[config.mk]
export PLATFORM = sky130hd
export DESIGN_NAME = console_time_of_day_counter
export DESIGN_NICKNAME = d
export VERILOG_FILES = /design/src/rtl/tod_pkg.sv /design/src/rtl/digit_if.sv /design/src/rtl/console_time_of_day_counter.sv /design/src/rtl/digit_counter.sv
export SDC_FILE = /design/constraint.sdc
export NUM_CORES = 1
export LEC_CHECK = 0
export BUFFER_PORTS_ARGS = -buffer_cell sky130_fd_sc_hd__buf_2
export CAP_MARGIN = 20
export CORE_MARGIN = 8
export CORE_UTILIZATION = 50
export DETAILED_ROUTE_END_ITERATION = 8
export PLACE_DENSITY = 0.73
export SYNTH_ARGS = -nofsm -noshare
export SYNTH_HDL_FRONTEND = slang
export SYNTH_SLANG_ARGS = --single-unit
[constraint.sdc]
create_clock -name core_clk -period 5.15 [get_ports core_clk]
set_input_delay 0.2575 -clock core_clk [delete_from_list [all_inputs] [get_ports core_clk]]
set_output_delay 0.2575 -clock core_clk [all_outputs]
set_load 0.1 [all_outputs]
[src/rtl/tod_pkg.sv]
// Shared constants and types for the console time-of-day counter
package tod_pkg;

  // ********************************************************
  // Clock and timing
  // ********************************************************
  localparam int unsigned CLK_KHZ = 25000;
  localparam int unsigned CLK_HZ = 25000000;
  localparam int unsigned TICK_MS = 600;
  localparam int unsigned TICK_CYCLES_DEF = CLK_KHZ * TICK_MS;
  localparam int unsigned METER_S = 36;
  localparam int unsigned METER_CYCLES_DEF = CLK_HZ * METER_S;
  localparam int TICK_W = 24;
  localparam int METER_W = 30;

  // ********************************************************
  // Digits
  // ********************************************************
  localparam int DIGITS = 6;
  localparam int DIG_W = 4;
  localparam int TIME_W = 24;
  localparam logic [DIG_W-1:0] DIG_ZERO = 4'h0;
  localparam logic [DIG_W-1:0] DIG_ONE = 4'h1;
  localparam logic [DIG_W-1:0] LIM_NINE = 4'h9;
  localparam logic [DIG_W-1:0] LIM_FIVE = 4'h5;
  localparam logic [DIG_W-1:0] LIM_THREE = 4'h3;
  localparam logic [DIG_W-1:0] LIM_TWO = 4'h2;
  localparam int DIG_HUND_U = 0;
  localparam int DIG_MIN_T = 3;
  localparam int DIG_HOUR_U = 4;
  localparam int DIG_HOUR_T = 5;

  // ********************************************************
  // Switch and pin layout
  // ********************************************************
  localparam int SW_COUNT = 10;
  localparam int SW_FAULT_RST = 0;
  localparam int SW_START = 1;
  localparam int SW_STOP = 2;
  localparam int SW_CLEAR = 3;
  localparam int SW_STEP0 = 4;
  localparam int OTHER_FAULTS = 8;
  localparam int SYNC_W = 22;
  localparam int PIN_LOCK = 10;
  localparam int PIN_TRANSIENT = 11;
  localparam int PIN_FAULT0 = 12;
  localparam int PIN_LINES_OFF = 20;
  localparam int PIN_CPU_RUN = 21;

  // ********************************************************
  // Register map (word index on the bus)
  // ********************************************************
  localparam int ADDR_W = 3;
  localparam logic [ADDR_W-1:0] REG_TIME = 3'h0;
  localparam logic [ADDR_W-1:0] REG_METER = 3'h1;
  localparam logic [ADDR_W-1:0] REG_STATUS = 3'h2;
  localparam logic [ADDR_W-1:0] REG_INT_STAT = 3'h3;
  localparam logic [ADDR_W-1:0] REG_INT_MASK = 3'h4;
  localparam int ST_RUN = 0;
  localparam int ST_FAULT = 1;
  localparam int ST_LINES_OFF = 2;
  localparam int ST_LOCK = 3;
  localparam int ST_CPU_RUN = 4;
  localparam int EV_W = 3;
  localparam int EV_ROLL = 0;
  localparam int EV_FAULT = 1;
  localparam int EV_METER_WRAP = 2;
  localparam logic [EV_W-1:0] EV_NONE = 3'h0;

  // ********************************************************
  // Run state of the counter
  // ********************************************************
  typedef enum logic [1:0] {
    CLK_STOPPED = 2'b01,
    CLK_RUNNING = 2'b10
  } clk_state_type;

endpackage

[src/rtl/digit_if.sv]
// Signals between the counter control and one decimal digit
`timescale 1ns/1ps
interface digit_if;
  import tod_pkg::*;
  logic step;
  logic adv;
  logic clr;
  logic [DIG_W-1:0] limit;
  logic [DIG_W-1:0] value;
  logic carry;
  modport ctl (output step, output adv, output clr, output limit, input value, input carry);
  modport dig (input step, input adv, input clr, input limit, output value, output carry);
endinterface

[src/rtl/console_time_of_day_counter.sv]
// Time-of-day counter with panel switches, fault lamps, use-time meter and bus slave
//
// Overview of operation
// - Time is six decimal digits, hours then minutes then hundredths of a minute, shown on the display outputs.
// - The count runs over 24 hours and rolls from 23:59.99 to 00:00.00 on its own.
// - The start switch puts the counter into the running state, advancing once per hundredth of a minute.
// - The stop switch halts counting and holds the value so the digits can be set.
// - The clear switch forces all time digits to zero.
// - Six step switches, two for hours and four for minutes and hundredths, each advance their own digit by one.
// - The clock fault reset switch turns off the clock fault lamp.
// - All ten clock switches are ignored while the processor real-time lockout is asserted.
// - The panel-wide fault clear turns off every other fault lamp but leaves the clock fault lamp as it is.
// - The use-time meter accumulates only while the processor runs and holds otherwise.
// - The use-time meter counts hours with two fraction digits and wraps from 9999.99 to 0000.00.
// - A sensed supply transient lights the clock fault lamp.
// - The clock-disabled lamp is lit while the clock request and interrupt lines are disabled.
`timescale 1ns/1ps
module console_time_of_day_counter
  import tod_pkg::*;
#(
  parameter logic [TICK_W-1:0] TICK_CYCLES = TICK_W'(TICK_CYCLES_DEF),
  parameter logic [METER_W-1:0] METER_CYCLES = METER_W'(METER_CYCLES_DEF)
)
(
  input wire logic core_clk,
  input wire logic rstn,
  // Panel switches, lockout and status pins
  input wire logic [SW_COUNT-1:0] clock_switches,
  input wire logic real_time_lock,
  input wire logic supply_transient,
  input wire logic [OTHER_FAULTS-1:0] fault_events,
  input wire logic panel_fault_clear,
  input wire logic clock_lines_disabled,
  input wire logic cpu_running,
  // Lamps and displays
  output logic [TIME_W-1:0] time_digits,
  output logic [TIME_W-1:0] meter_digits,
  output logic clock_fault_lamp,
  output logic [OTHER_FAULTS-1:0] fault_lamps,
  output logic clock_disabled_lamp,
  output logic irq,
  // Avalon-MM slave
  input wire logic [ADDR_W-1:0] address,
  input wire logic read,
  input wire logic write,
  input wire logic [31:0] writedata,
  input wire logic [3:0] byteenable,
  output logic [31:0] readdata,
  output logic waitrequest
);

  // ********************************************************
  // Input synchronisers
  // ********************************************************
  logic [SYNC_W-1:0] meta_r;
  logic [SYNC_W-1:0] sync_r;
  logic [SYNC_W-1:0] pins;
  logic panel_meta_r;
  logic panel_sync_r;
  logic panel_prev_r;
  logic [SW_COUNT-1:0] sw_prev_r;
  assign pins = {cpu_running, clock_lines_disabled, fault_events, supply_transient, real_time_lock, clock_switches};
  // Two stages for every pin, then an edge history stage for the ten switches and the panel clear
  always_ff @(posedge core_clk) begin
    if (!rstn) begin
      meta_r <= '0;
      sync_r <= '0;
      sw_prev_r <= '0;
      panel_meta_r <= 1'b0;
      panel_sync_r <= 1'b0;
      panel_prev_r <= 1'b0;
    end else begin
      meta_r <= pins;
      sync_r <= meta_r;
      sw_prev_r <= sync_r[SW_COUNT-1:0];
      panel_meta_r <= panel_fault_clear;
      panel_sync_r <= panel_meta_r;
      panel_prev_r <= panel_sync_r;
    end
  end

  // ********************************************************
  // Switch press decode
  // ********************************************************
  wire lock_s;
  wire transient_s;
  wire lines_off_s;
  wire cpu_run_s;
  wire [OTHER_FAULTS-1:0] fault_s;
  wire [SW_COUNT-1:0] press;
  wire panel_clear_press;
  assign lock_s = sync_r[PIN_LOCK];
  assign transient_s = sync_r[PIN_TRANSIENT];
  assign lines_off_s = sync_r[PIN_LINES_OFF];
  assign cpu_run_s = sync_r[PIN_CPU_RUN];
  assign fault_s = sync_r[PIN_FAULT0 +: OTHER_FAULTS];
  // One pulse per press, none while locked out
  assign press = sync_r[SW_COUNT-1:0] & ~sw_prev_r & {SW_COUNT{~lock_s}};
  assign panel_clear_press = panel_sync_r & ~panel_prev_r;

  // ********************************************************
  // Run state
  // ********************************************************
  clk_state_type state_r;
  clk_state_type state_nxt;
  // Start wins when both are pressed in one cycle
  always_comb begin
    state_nxt = state_r;
    case (state_r)
      CLK_STOPPED: begin
        if (press[SW_START]) begin
          state_nxt = CLK_RUNNING;
        end
      end
      CLK_RUNNING: begin
        if (press[SW_STOP] && !press[SW_START]) begin
          state_nxt = CLK_STOPPED;
        end
      end
      default: begin
        state_nxt = CLK_STOPPED;
      end
    endcase
  end

  // State register
  always_ff @(posedge core_clk) begin
    if (!rstn) begin
      state_r <= CLK_STOPPED;
    end else begin
      state_r <= state_nxt;
    end
  end

  // ********************************************************
  // Hundredth-minute tick
  // ********************************************************
  logic [TICK_W-1:0] tick_cnt_r;
  wire running;
  wire tick;
  assign running = (state_r == CLK_RUNNING);
  assign tick = running && (tick_cnt_r == TICK_CYCLES - TICK_W'(1));
  // Divider halts with the clock and restarts on clear
  always_ff @(posedge core_clk) begin
    if (!rstn || press[SW_CLEAR] || tick) begin
      tick_cnt_r <= '0;
    end else if (running) begin
      tick_cnt_r <= tick_cnt_r + TICK_W'(1);
    end
  end

  // ********************************************************
  // Time digit chain
  // ********************************************************
  digit_if tif[DIGITS] ();
  wire [DIGITS-1:0] tcarry;
  wire [DIG_W-1:0] hour_units_top;
  // Hour units stop at 3 in the twenties
  assign hour_units_top = (tif[DIG_HOUR_T].value == LIM_TWO) ? LIM_THREE : LIM_NINE;
  genvar gi;
  generate
    for (gi = 0; gi < DIGITS; gi++) begin : g_time
      assign tif[gi].step = press[SW_STEP0 + gi];
      assign tif[gi].clr = press[SW_CLEAR];
      if (gi == DIG_HUND_U) begin : g_first
        assign tif[gi].adv = tick;
      end else begin : g_next
        assign tif[gi].adv = tcarry[gi-1];
      end
      if (gi == DIG_HOUR_T) begin : g_ht
        assign tif[gi].limit = LIM_TWO;
      end else if (gi == DIG_HOUR_U) begin : g_hu
        assign tif[gi].limit = hour_units_top;
      end else if (gi == DIG_MIN_T) begin : g_mt
        assign tif[gi].limit = LIM_FIVE;
      end else begin : g_dec
        assign tif[gi].limit = LIM_NINE;
      end
      assign tcarry[gi] = tif[gi].carry;
      assign time_digits[gi*DIG_W +: DIG_W] = tif[gi].value;
      digit_counter u_tdig (
        .core_clk (core_clk),
        .rstn (rstn),
        .d (tif[gi])
      );
    end
  endgenerate

  // ********************************************************
  // Use-time meter
  // ********************************************************
  logic [METER_W-1:0] meter_cnt_r;
  wire meter_tick;
  digit_if mif[DIGITS] ();
  wire [DIGITS-1:0] mcarry;
  assign meter_tick = cpu_run_s && (meter_cnt_r == METER_CYCLES - METER_W'(1));
  // Prescaler advances only while the processor runs
  always_ff @(posedge core_clk) begin
    if (!rstn || meter_tick) begin
      meter_cnt_r <= '0;
    end else if (cpu_run_s) begin
      meter_cnt_r <= meter_cnt_r + METER_W'(1);
    end
  end

  generate
    for (gi = 0; gi < DIGITS; gi++) begin : g_meter
      assign mif[gi].step = 1'b0;
      assign mif[gi].clr = 1'b0;
      assign mif[gi].limit = LIM_NINE;
      if (gi == 0) begin : g_first
        assign mif[gi].adv = meter_tick;
      end else begin : g_next
        assign mif[gi].adv = mcarry[gi-1];
      end
      assign mcarry[gi] = mif[gi].carry;
      assign meter_digits[gi*DIG_W +: DIG_W] = mif[gi].value;
      digit_counter u_mdig (
        .core_clk (core_clk),
        .rstn (rstn),
        .d (mif[gi])
      );
    end
  endgenerate

  // ********************************************************
  // Fault lamps
  // ********************************************************
  logic clock_fault_r;
  logic [OTHER_FAULTS-1:0] fault_lamps_r;
  logic lines_off_r;
  // Transient sets win over the fault reset switch
  always_ff @(posedge core_clk) begin
    if (!rstn) begin
      clock_fault_r <= 1'b0;
    end else if (transient_s) begin
      clock_fault_r <= 1'b1;
    end else if (press[SW_FAULT_RST]) begin
      clock_fault_r <= 1'b0;
    end
  end

  // Panel clear leaves the clock fault lamp alone; sets win
  always_ff @(posedge core_clk) begin
    if (!rstn) begin
      fault_lamps_r <= '0;
    end else begin
      fault_lamps_r <= (fault_lamps_r & ~{OTHER_FAULTS{panel_clear_press}}) | fault_s;
    end
  end

  // Clock-disabled indication follows the line disable
  always_ff @(posedge core_clk) begin
    if (!rstn) begin
      lines_off_r <= 1'b0;
    end else begin
      lines_off_r <= lines_off_s;
    end
  end

  assign clock_fault_lamp = clock_fault_r;
  assign fault_lamps = fault_lamps_r;
  assign clock_disabled_lamp = lines_off_r;

  // ********************************************************
  // Interrupt status and mask
  // ********************************************************
  logic [EV_W-1:0] int_stat_r;
  logic [EV_W-1:0] int_stat_nxt;
  logic [EV_W-1:0] int_mask_r;
  logic irq_r;
  wire [EV_W-1:0] events;
  wire [EV_W-1:0] w1c;
  wire bus_write;
  // A write completes in the cycle waitrequest is low
  assign bus_write = write & ~waitrequest;
  assign events = {mcarry[DIGITS-1], transient_s & ~clock_fault_r, tcarry[DIGITS-1]};
  assign w1c = (bus_write && address == REG_INT_STAT && byteenable[0]) ? writedata[EV_W-1:0] : EV_NONE;
  // New events win over a clear in the same cycle
  assign int_stat_nxt = (int_stat_r & ~w1c) | events;

  // Status, mask and interrupt line
  always_ff @(posedge core_clk) begin
    if (!rstn) begin
      int_stat_r <= EV_NONE;
      int_mask_r <= EV_NONE;
      irq_r <= 1'b0;
    end else begin
      int_stat_r <= int_stat_nxt;
      irq_r <= |(int_stat_r & int_mask_r);
      if (bus_write && address == REG_INT_MASK && byteenable[0]) begin
        int_mask_r <= writedata[EV_W-1:0];
      end
    end
  end

  assign irq = irq_r;

  // ********************************************************
  // Avalon-MM slave
  // ********************************************************
  logic wait_r;
  logic [31:0] rdata_r;
  logic [31:0] rd_mux;
  wire [31:0] status_word;
  assign status_word = {27'h0, cpu_run_s, lock_s, lines_off_r, clock_fault_r, running};
  // Read data selection; unmapped words read as zero
  always_comb begin
    rd_mux = 32'h0;
    case (address)
      REG_TIME: rd_mux = {8'h0, time_digits};
      REG_METER: rd_mux = {8'h0, meter_digits};
      REG_STATUS: rd_mux = status_word;
      REG_INT_STAT: rd_mux = {29'h0, int_stat_r};
      REG_INT_MASK: rd_mux = {29'h0, int_mask_r};
      default: rd_mux = 32'h0;
    endcase
  end

  // One wait cycle, then a one-cycle answer
  always_ff @(posedge core_clk) begin
    if (!rstn) begin
      wait_r <= 1'b1;
      rdata_r <= 32'h0;
    end else begin
      wait_r <= ~((read | write) & wait_r);
      if (read && wait_r) begin
        rdata_r <= rd_mux;
      end
    end
  end

  assign waitrequest = wait_r;
  assign readdata = rdata_r;

endmodule

[src/rtl/digit_counter.sv]
// One decimal digit with variable top value and carry out
`timescale 1ns/1ps
module digit_counter
  import tod_pkg::*;
(
  input wire logic core_clk,
  input wire logic rstn,
  digit_if.dig d
);

  logic [DIG_W-1:0] value_r;
  logic [DIG_W-1:0] value_nxt;
  wire at_top;
  wire bump;

  // Wrap at or beyond the top, carry only on chain advance
  assign at_top = (value_r >= d.limit);
  assign bump = d.step | d.adv;
  assign value_nxt = at_top ? DIG_ZERO : value_r + DIG_ONE;
  assign d.value = value_r;
  assign d.carry = d.adv & at_top;

  // Digit register
  always_ff @(posedge core_clk) begin
    if (!rstn || d.clr) begin
      value_r <= DIG_ZERO;
    end else if (bump) begin
      value_r <= value_nxt;
    end
  end

endmodule

* Word level (Yosys, flattened, before mapping)
Cells that the tools add are included.
Widths: inputs -> output; s select.
** Word-level totals
- Output and inout port bits :: 92
- RAM bits :: 0
- Memory bits (read-only) :: 0
- Register bits :: 211
- Latch bits :: 0
- Memories :: 0
** Operators by class
- Bitwise operators :: 38
- Div/mod/pow operators :: 0
- Multipliers :: 0
- Mux-type cells :: 20
- Shifts and indexed selects :: 0
- $add $sub $neg :: 14
- Reduce and logical (&&, ||, !) cells :: 17
- Eq/ne operators :: 11
- Order comparisons :: 12
** Operators with widths (count)
- $pmux 24 s5 :: 1
- $mux 4 :: 13
- $add 4x1->4 const B :: 12
- $ge 4x4->1 const B :: 9
- $add 30x1->30 const B :: 1
- $eq 30x30->1 const B :: 1
- $add 24x1->24 const B :: 1
- $eq 24x24->1 const B :: 1
- $and 10x10->10 :: 2
- $and 1x1->1 :: 16
- $not 10->10 :: 1
- $and 8x8->8 :: 1
- $logic_and 1x1->1 :: 8
- $not 8->8 :: 1
- $or 8x8->8 :: 1
- $or 1x1->1 :: 7
- $and 3x3->3 :: 2
- $eq 3x2->1 const B :: 2
- $not 1->1 :: 5
- $eq 4x2->1 const B :: 1
- $ge 4x2->1 const B :: 1
- $ge 4x3->1 const B :: 1
- $ge 4x4->1 :: 1
- $mux 2 :: 2
- other kinds (17) :: 21

* Logic depth before layout (Yosys ltp)
Gate-level depths: netlist of the first run.
- Depth in word-level cells :: 9
- Gate-level depth with buffers :: 9
- Mapped depth without buffers :: 9

* Cells and area by module
Synthesis of the first run repeated with hierarchy kept, for this count alone.
** Second synthesis, totals
- Cell total of the unflattened synthesis :: 1157
- Area, all modules :: 10267.3 um2
** By module, submodules not included
- console_time_of_day_counter :: instances 1, cells each 701, area an instance 6378.6 um2, seq. area each 3103.0 um2
- digit_counter :: instances 12, cells each 38, area an instance 324.1 um2, seq. area each 80.1 um2

* Worst setup path before layout of the first run
OpenSTA, ideal clock, no wires.
- Path kind :: reg-to-reg
- Start point :: register g_time[0].u_tdig.value_r[1]
- End point :: register g_time[4].u_tdig.value_r[2]
- Path buffers :: 0
- Arrival time :: 2.832 ns
- Clock period less this slack :: 2.903 ns
- Setup time :: 0.070 ns
- Slack :: 2.247 ns
- Cell stages (with the launch flop) :: 9
- Cell sequence :: dfxtp_1 inv_1 ha_1 or3b_2 nand4_1 nor3_1 a21oi_1 or4b_1 a21oi_1
** Between the ends
- Cells in the longest elaborated chain, start to end :: 6
** RTL lines
- from (decl) :: RTL line digit_counter.sv:11 : logic [DIG_W-1:0] value_r;
- from (signal assigned) :: RTL line digit_counter.sv:28 : value_r <= value_nxt;
- $ge 4x4->1 :: RTL line digit_counter.sv:17 : assign at_top = (value_r >= d.limit);
- $and 1x1->1 (4 in a row) :: RTL line digit_counter.sv:21 : assign d.carry = d.adv & at_top;
- $or 1x1->1 :: RTL line digit_counter.sv:18 : assign bump = d.step | d.adv;
- to (signal assigned) :: RTL line digit_counter.sv:28
- to (decl) :: RTL line digit_counter.sv:11
No other way between the ends.
A chain may end at the register's enable or synchronous reset.

* Worst setup path in the final report of the first run
- Start point :: register meter_cnt_r[16]
- End point :: register meter_cnt_r[3]
** Between the ends
- Cells in the longest elaborated chain, start to end :: 3
** RTL lines
- from (decl) :: RTL line console_time_of_day_counter.sv:192 : logic [METER_W-1:0] meter_cnt_r;
- from (signal assigned) :: RTL line console_time_of_day_counter.sv:202 : meter_cnt_r <= meter_cnt_r + METER_W'(1);
- $eq 30x30->1 :: RTL line console_time_of_day_counter.sv:196 : assign meter_tick = cpu_run_s && (meter_cnt_r == METER_CYCLES - METER_W'(1));
- $logic_and 1x1->1 :: RTL line console_time_of_day_counter.sv:196
- $logic_or 1x1->1 :: RTL line console_time_of_day_counter.sv:199 : if (!rstn || meter_tick) begin
No other way between the ends.

==> results.sh, run 1 <==
export IMPL_post_cts_buffers=0
export IMPL_post_route_util_pct=60.8
export IMPL_die_w_um=148
export IMPL_vias=7109
export IMPL_via_per_inst=5.34
export IMPL_p_leak_uw=0.00430
export IMPL_crit_path_end_kind="register"
export IMPL_hp_class="in2reg"
export IMPL_p_seq_share_pct=47.0
export IMPL_yosysUniqueCellTypes=57
export IMPL_synth_most_common_cell="dfxtp_1"
export IMPL_nFillCells=1526
export IMPL_clock_latency_ns=0.51
export IMPL_start_util_pct=50.8
export IMPL_hold_viol_final=0
export IMPL_p_clk_share_pct=46.7
export IMPL_yosysWarnings=0
export IMPL_synth_flop_cell="dfxtp_1"
export IMPL_dpl_cell_area_um2=9450
export IMPL_startpoint_type="register"
export IMPL_htreeDepth=1
export IMPL_clk_pin_slew_ns=0.06
export IMPL_std_cell_rows=48
export IMPL_p_comb_share_pct=6.2
export IMPL_ctsHoldBuffers=25
export IMPL_crit_start="meter_cnt_r[16]$_SDFFE_PP0P_"
export IMPL_clock_path_buffers=3
export IMPL_ys_top_cells_by_count="dfxtp_1, nor2_1, and2_1"
export IMPL_power_density_nw_per_um2=329
export IMPL_drtPass1Iterations=8
export IMPL_final_nets=1194
export IMPL_diodes=0
export IMPL_synth_top_area_share_pct=46.5
export IMPL_drt_iter0_drc=533
export IMPL_ys_async_sr_fraction_pct=0
export IMPL_worstReg2RegStart="meter_cnt_r[16]$_SDFFE_PP0P_"
export IMPL_syn2layout_area_growth_pct=19.6
export IMPL_fin_area_um2=10400
export IMPL_cts_tree="done"
export IMPL_skew_ns=0.0124
export IMPL_yosysSeqAreaShare_pct=46.5
export IMPL_ff2ff_setup_slack_ns=2.03
export IMPL_slew_viol_final=0
export IMPL_period_share_pct=60.6
export IMPL_wirelength_mm=20.7
export IMPL_grt_overflow_total=0
export IMPL_routedWlPerCell_um=15.5
export IMPL_cts_buffers=22
export IMPL_ios=158
export IMPL_arrival_ns=3.46
export IMPL_hp_start="writedata[0]"
export IMPL_synth_edff_count=0
export IMPL_fmax_ghz=0.321
export IMPL_dp_hpwl_mm=14.3
export IMPL_critPathMaxFanout=28
export IMPL_grt_max_degree=71
export IMPL_max_cap_viol_count=0
export IMPL_holdWs_ns=0.0344
export IMPL_synth_top_cell_by_area="dfxtp_1"
export IMPL_cts_root_buf="clkbuf_16"
export IMPL_setup_tns_ns=0
export IMPL_die_height_um=148
export IMPL_postRouteAntennaNets=0
export IMPL_drive_above_1_share_pct=15.1
export IMPL_cts_sinks=203
export IMPL_avgSynthCellArea_um2=9.10
export IMPL_grt_usage_pct=18.6
export IMPL_slew_headroom_pct=25.7
export IMPL_switchingPower_uw=791
export IMPL_switching_share_pct=23.1
export IMPL_core_area_um2=17200
export IMPL_p_int_uw=2640
export IMPL_cp_required_ns=5.49
export IMPL_finalSetupViolCount=0
export IMPL_synth_cells=960
export IMPL_synth_area_um2=8730
export IMPL_numPortBuffers=117
export IMPL_die_area_um2=22000
export IMPL_peakVddDrop_uv=280
export IMPL_synth_seq_cells=203
export IMPL_rsz0062_at_grt="false"
export IMPL_status="finished clean"
export IMPL_max_slew_worst_pin_slew_ns=1.11
export IMPL_antenna_found_initial=0
export IMPL_yosys_top_cells_area="dfxtp_1, ha_1, and2_1, nor2_1, xor2_1"
export IMPL_drc_errors=0
export IMPL_period_needed_ns=3.12
export IMPL_place_gp_congestion=0.862
export IMPL_first_global_vias=6651
export IMPL_cts_resized=0
export IMPL_worstSetupPathType="reg2reg"
export IMPL_grt_first_pass_wirelength_mm=34.2
## kinds of logic (layout without fill, tap and decap cells)
| group | count (synthesis) | count (layout) | synth area share, % |
|---|---|---|---|
| compound gates | 152 | 152 | 12.0 |
| xor+xnor | 53 | 53 | 5.32 |
| fa+ha+maj | 37 | 37 | 5.30 |
| buf+inv | 83 | 222 | 4.03 |
| flops | 203 | 203 | 46.5 |
| mux | 8 | 8 | 0.946 |
| other cells | 1 | 8 | 0.0429 |
| simple gates | 423 | 423 | 25.8 |
## final timing paths
| kind | end | cells past startpoint |
|---|---|---|
| hold reg to reg | sync_r[4]$_SDFF_PN0_ | 1 |
| setup reg to reg | meter_cnt_r[3]$_SDFFE_PP0P_ | 5 |
| setup / recovery | meter_cnt_r[3]$_SDFFE_PP0P_ | 5 |
| hold / removal | int_mask_r[0]$_SDFFE_PN0P_ | 3 |
## metal layers
metal	global-route usage, %	vias up	wire, um
met2	29.7	205	9400
met1	24.2	3307	9240
met5	0	-	0
met4	4.95	0	351
li1	-	3566	-
met3	5.20	31	1680
## layout by cell type (no fill, tap or decap), types with 22 or more instances in the layout
cell and instances:
a21oi_1 27, a22oi_1 29, and2_1 64, buf_2 116
clkbuf_16 22, dfxtp_1 203, dlygate4sd3_1 25, ha_1 37
inv_1 37, nand2_1 63, nand3_1 54, nor2_1 102
nor2b_1 42, o21ai_0 26, xor2_1 34
## state kept, by name, summed over array words and instances, names as in the netlist, 2 cells and up
signal	flops
fault_lamps	8
tick_cnt_r	24
int_stat_r	3
state_r	2
meta_r	22
g_meter.u_mdig.d.value	24
int_mask_r	3
meter_cnt_r	30
readdata	24
sync_r	22
sw_prev_r	10
g_time.u_tdig.d.value	24
## cell type report
cell class | instances | area [um2] | share of cell area [%]
repair buffers | 146 | 868 | 8.32
flip-flops and latches | 203 | 4060 | 38.9
well taps | 225 | 282 | 2.70
multi-input cells | 681 | 4350 | 41.6
clock buffers | 31 | 614 | 5.88
inverters | 37 | 139 | 1.33
clock inverters | 8 | 126 | 1.21
## worst max-delay path: stages, from the launching register on
cell and delay (ns):
dfxtp_1 0.34, or4b_1 0.51, or4_4 0.53, nor3_1 0.56, nand2b_1 0.88, nor2_1 0.12
## per-stage QoR
| step | std cells | power, uW | setup WS, ns |
|---|---|---|---|
| 2_1_floorplan | 967 | 1810 | 2.25 |
| 3_3_place_gp | 1267 | 1840 | 2.07 |
| 3_5_place_dp | 1267 | 1850 | 2.00 |
| 4_1_cts | 1331 | 3460 | 2.00 |
| 5_1_grt | 1331 | 3550 | 1.79 |
| 6_report | 1331 | 3430 | 2.03 |
## power by group through the flow
stage | registers, uW | clock network, uW | logic (uW)
after detailed placement | 1650 | 0 | 198
after global routing | 1620 | 1710 | 229
after global placement | 1650 | 0 | 196
after CTS | 1610 | 1640 | 213
after floorplan | 1700 | 0 | 113
final | 1620 | 1600 | 213
No activity file was read; power rests on OpenSTA's default activity.
==> inputs of run 2 (changes only) <==
Settings changed: PLACE_DENSITY 0.73 to 0.76.
Clock period 5.15 ns to 2.79 ns, I/O delays scaled along.
==> run 2 against run 1 <==
Net effect: maximum frequency grew 20%; non-clock buffer count up 15; final area up 0.93%; worst hold slack got worse by 0.018 ns; sequential power rose by 84%; utilization up 0.57 points; global-route usage increased by 0.11 points; total power rose by 81%.
==> results.sh, run 2 (synthesis results as in run 1) <==
export IMPL_status="finished clean"
export IMPL_wl_met2_mm=9.72
export IMPL_startpoint_type="register"
export IMPL_wirelength_mm=21.1
export IMPL_drc_errors=0
export IMPL_critPathMaxFanout=12
export IMPL_first_global_vias=6680
export IMPL_slew_headroom_pct=52.4
export IMPL_skew_ns=0.00831
export IMPL_top_layer_used="met5"
export IMPL_met1_length_mm=9.25
export IMPL_period_share_pct=93.4
export IMPL_finalSetupViolCount=0
export IMPL_grt_first_pass_wirelength_mm=34.1
export IMPL_p_seq_share_pct=47.9
export IMPL_std_cell_rows=48
export IMPL_crit_path_frequent_cell="or4b_1"
export IMPL_switchingPower_uw=1450
export IMPL_antenna_found_initial=3
export IMPL_drive_above_1_share_pct=17.0
export IMPL_place_gp_congestion=0.854
export IMPL_critPathSlowestCell="or4b_1"
export IMPL_cts_tree="done"
export IMPL_clock_path_buffers=3
export IMPL_clock_latency_ns=0.50
export IMPL_dp_hpwl_mm=14.7
export IMPL_nFillCells=1461
export IMPL_core_area_um2=17200
export IMPL_crit_path_end_kind="register"
export IMPL_grt_usage_pct=18.7
export IMPL_vias=7183
export IMPL_ios=158
export IMPL_cts_sinks=203
export IMPL_slew_viol_final=0
export IMPL_htreeDepth=1
export IMPL_arrival_ns=3.03
export IMPL_drtPass1Iterations=5
export IMPL_p_comb_share_pct=6.5
export IMPL_p_clk_share_pct=45.5
export IMPL_start_util_pct=50.8
export IMPL_grt_overflow_total=0
export IMPL_route_met3_wl_mm=1.76
export IMPL_power_uw=6220
export IMPL_cp_required_ns=3.22
export IMPL_holdWs_ns=0.0165
export IMPL_rsz0062_at_grt="false"
export IMPL_via_per_inst=5.35
export IMPL_peakVddDrop_uv=522
export IMPL_max_cap_viol_count=0
export IMPL_die_area_um2=22000
export IMPL_cts_root_buf="clkbuf_16"
export IMPL_hp_class="in2reg"
export IMPL_layout_cells_most_common="dfxtp_1"
export IMPL_layout_common_cells="dfxtp_1, buf_2, nor2_1, and2_1, nand2_1"
export IMPL_diodes=0
export IMPL_postRouteAntennaNets=0
export IMPL_clk_pin_slew_ns=0.07
export IMPL_cpPeakStageDelay_ns=0.52
export IMPL_ctsHoldBuffers=26
export IMPL_max_slew_worst_pin_slew_ns=0.708
export IMPL_routedWlPerCell_um=15.7
export IMPL_p_leak_uw=0.00436
export IMPL_worstSetupPathType="reg2reg"
export IMPL_path_cells="or4b_1 > or4_4 > nor4_4 > buf_12 > nand2_2 > or4b_1 > a21boi_1"
export IMPL_fmax_ghz=0.384
export IMPL_switching_share_pct=23.3
export IMPL_power_density_nw_per_um2=590
export IMPL_p_int_uw=4770
export IMPL_syn2layout_area_growth_pct=20.7
export IMPL_cts_resized=0
export IMPL_drt_iter0_drc=447
export IMPL_grt_max_degree=54
export IMPL_largest_reg_flops=30
export IMPL_final_nets=1208
export IMPL_die_w_um=148
export IMPL_post_cts_buffers=0
export IMPL_regMostFlops="meter_cnt_r"
export IMPL_period_needed_ns=2.61
export IMPL_numPortBuffers=117
export IMPL_cts_buffers=21
export IMPL_hold_viol_final=0
export IMPL_die_height_um=148
[run 2: layer usage]
layer	up-vias	track usage, %
met5	-	0
met4	6	5.20
met3	33	5.99
met2	212	30.7
met1	3339	23.2
li1	3593	-
[run 2: worst max-delay path, delay by kind of cell, from the launching register on]
family | cells | cell delay, ns
compound gates | 1 | 0.15
flops | 1 | 0.34
simple gates | 5 | 1.88
buf+inv | 1 | 0.17
[run 2: worst paths after layout]
check	from	end	slack, ns	depth (start not counted)
worst max-delay path	meter_cnt_r[16]$_SDFFE_PP0P_	g_meter[4].u_mdig.d.value[2]$_SDFFE_PN0P_	0.18	7
worst min-delay path	rstn	g_meter[0].u_mdig.d.value[1]$_SDFFE_PN0N_	0.02	2
worst max register to register	meter_cnt_r[16]$_SDFFE_PP0P_	g_meter[4].u_mdig.d.value[2]$_SDFFE_PN0P_	0.18	7
worst min register to register	meta_r[5]$_SDFF_PN0_	sync_r[5]$_SDFF_PN0_	0.43	1
[run 2: through the flow]
step | setup WS, ns | TNS [ns] | cells | utilization, % | area (um2)
2_1_floorplan | -0.00497 | -0.00497 | 967 | - | 8770
3_3_place_gp | 0.216 | 0 | 1281 | 55.8 | 9580
3_5_place_dp | 0.182 | 0 | 1281 | 55.8 | 9580
4_1_cts | 0.169 | 0 | 1343 | 61.4 | 10500
5_1_grt | 0.0504 | 0 | 1343 | 61.4 | 10500
6_report | 0.185 | 0 | 1343 | 61.4 | 10500
[run 2: layout make-up]
class / count / area [um2] / share of cell area, %
Multi-Input combinational cell: 681 / 4350 / 41.3
Tap cell: 225 / 282 / 2.67
Clock inverter: 8 / 98.8 / 0.938
Sequential cell: 203 / 4070 / 38.7
Clock buffer: 28 / 602 / 5.71
Timing Repair Buffer: 161 / 996 / 9.45
Inverter: 37 / 139 / 1.32
[run 2: power groups by stage]
stage	Clock (uW)	Sequential, uW	Combinational, uW
finish	2830	2980	406
global route	2990	2990	437
CTS	2880	2980	403
detailed placement	0	3050	374
global placement	0	3040	369
floorplan	0	3130	208
==> inputs of run 3 (changes only) <==
Settings changed: PLACE_DENSITY 0.76 to 0.74, SYNTH_HIERARCHICAL set to 1.
==> run 3 against run 2 <==
Net effect: the run now ends with setup timing left; count of clock-buffer cells in the layout rose by 1; synthesized cell count rose by 21%; sequential power barely moved; largest power group unchanged.
==> results.sh, run 3 <==
export IMPL_status="complete, but fails checks"
export IMPL_violations="setup timing"
export IMPL_cts_buffers=22
export IMPL_cts_tree="done"
export IMPL_synth_top_cell_by_area="dfxtp_1"
export IMPL_hold_viol_final=0
export IMPL_top_usage_layer="met2"
export IMPL_slew_viol_final=0
export IMPL_p_leak_uw=0.00558
export IMPL_clock_path_buffers=3
export IMPL_drive_above_1_share_pct=24.0
export IMPL_start_util_pct=50.9
export IMPL_clk_pin_slew_ns=0.06
export IMPL_postRouteAntennaNets=0
export IMPL_wirelength_mm=26.4
export IMPL_antenna_found_initial=1
export IMPL_yosysWarnings=6
export IMPL_core_area_um2=20200
export IMPL_cpPeakStageDelay_ns=0.36
export IMPL_synth_cells=1157
export IMPL_ff2ff_setup_slack_ns=-0.009
export IMPL_skew_ns=0.0327
export IMPL_hp_class="in2reg"
export IMPL_routedWlPerCell_um=15.3
export IMPL_regMostFlops="meter_cnt_r"
export IMPL_yosysSeqAreaShare_pct=39.6
export IMPL_grt_use_met3_pct=4.08
export IMPL_peakVddDrop_uv=560
export IMPL_setup_tns_ns=-0.00860
export IMPL_clock_latency_ns=0.52
export IMPL_final_nets=1574
export IMPL_synth_edff_count=0
export IMPL_synth_top_area_share_pct=39.6
export IMPL_critPathMaxFanout=7
export IMPL_drc_errors=0
export IMPL_drtPass1Iterations=5
export IMPL_place_gp_congestion=0.851
export IMPL_crit_path_frequent_cell="a21boi_2"
export IMPL_finalSetupViolCount=1
export IMPL_slew_headroom_pct=46.9
export IMPL_fmax_ghz=0.357
export IMPL_ys_async_sr_fraction_pct=0
export IMPL_rsz0062_at_grt="true"
export IMPL_yosysUniqueCellTypes=59
export IMPL_dp_hpwl_mm=18.3
export IMPL_holdWs_ns=0.138
export IMPL_power_density_nw_per_um2=495
export IMPL_syn2layout_area_growth_pct=29.9
export IMPL_cp_required_ns=3.23
export IMPL_first_global_vias=9131
export IMPL_die_w_um=159
export IMPL_ys_top_cells_by_count="dfxtp_1, nand2_1, and2_1"
export IMPL_htreeDepth=1
export IMPL_setup_slack_ns=-0.00860
export IMPL_grt_usage_pct=20.1
export IMPL_crit_path_end_kind="register"
export IMPL_grt_max_degree=102
export IMPL_grt_overflow_total=0
export IMPL_path_cells="ha_4 > and4b_2 > nand4_4 > nor4_4 > a21boi_2 > a21boi_2 > a21boi_2 > a21boi_4 > a21boi_4 > nor2_4 > nor3b_2 > o211ai_1 > a21oi_1"
export IMPL_layout_common_cells="dfxtp_1, buf_2, nand2_1, buf_4, and2_1"
export IMPL_cts_root_buf="clkbuf_16"
export IMPL_synth_area_um2=10300
export IMPL_grt_first_pass_wirelength_mm=43.9
export IMPL_vias=9393
export IMPL_critPathSlowestCell="dfxtp_2"
export IMPL_period_needed_ns=2.80
export IMPL_layout_cells_most_common="dfxtp_1"
export IMPL_drt_iter0_drc=525
export IMPL_worstSetupPathType="reg2reg"
export IMPL_numPortBuffers=117
export IMPL_arrival_ns=3.24
export IMPL_largest_reg_flops=30
export IMPL_period_share_pct=100
export IMPL_max_slew_worst_pin_slew_ns=0.797
export IMPL_avgSynthCellArea_um2=8.87
export IMPL_synth_flop_cell="dfxtp_1"
export IMPL_synth_most_common_cell="dfxtp_1"
export IMPL_synth_seq_cells=203
export IMPL_cts_sinks=203
export IMPL_max_cap_viol_count=0
export IMPL_die_height_um=159
export IMPL_yosys_top_cells_area="dfxtp_1, ha_1, and2_1, nand2_1, a21oi_1"
export IMPL_ios=158
export IMPL_via_per_inst=5.43
export IMPL_grt_met2_usage_pct=35.6
export IMPL_die_area_um2=25400
export IMPL_std_cell_rows=52
export IMPL_startpoint_type="register"
export IMPL_grt_use_met1_pct=23.6
[run 3: worst max-delay path: cells and delay by family, from the launching register on]
family | cells | cell delay [ns]
compound gates | 7 | 1.31
fa+ha+maj | 1 | 0.14
flops | 1 | 0.36
simple gates | 5 | 0.92
[run 3: path summary, 6_finish.rpt]
check                             startpoint                                        to  cells past startpoint
setup / recovery  tick_cnt_r[1]$_SDFFE_PP0N_  g_time[5].u_tdig/d.value[2]$_SDFFE_PP0P_                     13
hold / removal                    address[0]                  readdata[1]$_SDFFE_PN0P_                      3
setup reg to reg  tick_cnt_r[1]$_SDFFE_PP0N_  g_time[5].u_tdig/d.value[2]$_SDFFE_PP0P_                     13
hold reg to reg         meta_r[1]$_SDFF_PN0_                      sync_r[1]$_SDFF_PN0_                      1
[run 3: layout make-up]
class                           count  area [um2]
Antenna cell                        2        5.00
Clock buffer                       29         597
Clock inverter                      8         133
Fill cell                        1603        6830
Inverter                           57         214
Multi-Input combinational cell    922        6340
Sequential cell                   203        4110
Tap cell                          270         338
Timing Repair Buffer              240        1600
[run 3: cell families (layout without fill, tap and decap cells)]
| kind of cell | count (synthesis) | after routing | share of synthesized area [%] |
|---|---|---|---|
| compound gates | 251 | 251 | 17.9 |
| xor+xnor | 18 | 18 | 1.54 |
| fa+ha+maj | 62 | 62 | 7.56 |
| buf+inv | 102 | 334 | 4.11 |
| flops | 203 | 203 | 39.6 |
| mux | 13 | 13 | 1.27 |
| other cells | 2 | 74 | 0.0731 |
| simple gates | 506 | 506 | 28.0 |
[run 3: timing repair]
action                                  in CTS  in global routing
hold endpoints to repair                    29                  0
hold buffers                                28                  0
pin swaps                                    8                 23
endpoints found under the setup margin      11                 16
buffers inserted                             3                  6
resized for setup                           20                 35
[run 3: routing by layer]
metal	vias up	part of all wire, %	routed length [um]
li1	4667	-	-
met4	0	3.0	779
met5	-	0	0
met3	57	6.0	1580
met1	4402	41	10900
met2	267	50	13100
[run 3: through the flow]
step                      utilization (%)  worst slack [ns]  instance area (um2)  std cells  power (uW)
final                                66.1          -0.00860                13300       1731        6610
after global routing                 66.1            -0.230                13300       1730        6850
after CTS                            65.2          -0.00846                13100       1723        6660
after detailed placement             59.5            -0.211                12000       1655        3680
after global placement               59.5            -0.123                12000       1655        3670
after floorplan                         -           -0.0212                10600       1227        3540
[run 3: power breakdown]
group          total [uW]  switching (uW)  internal (uW)
Combinational         667             458            209
Clock                2940            1160           1780
Sequential           3000            40.8           2960
Total                6610            1660           4950
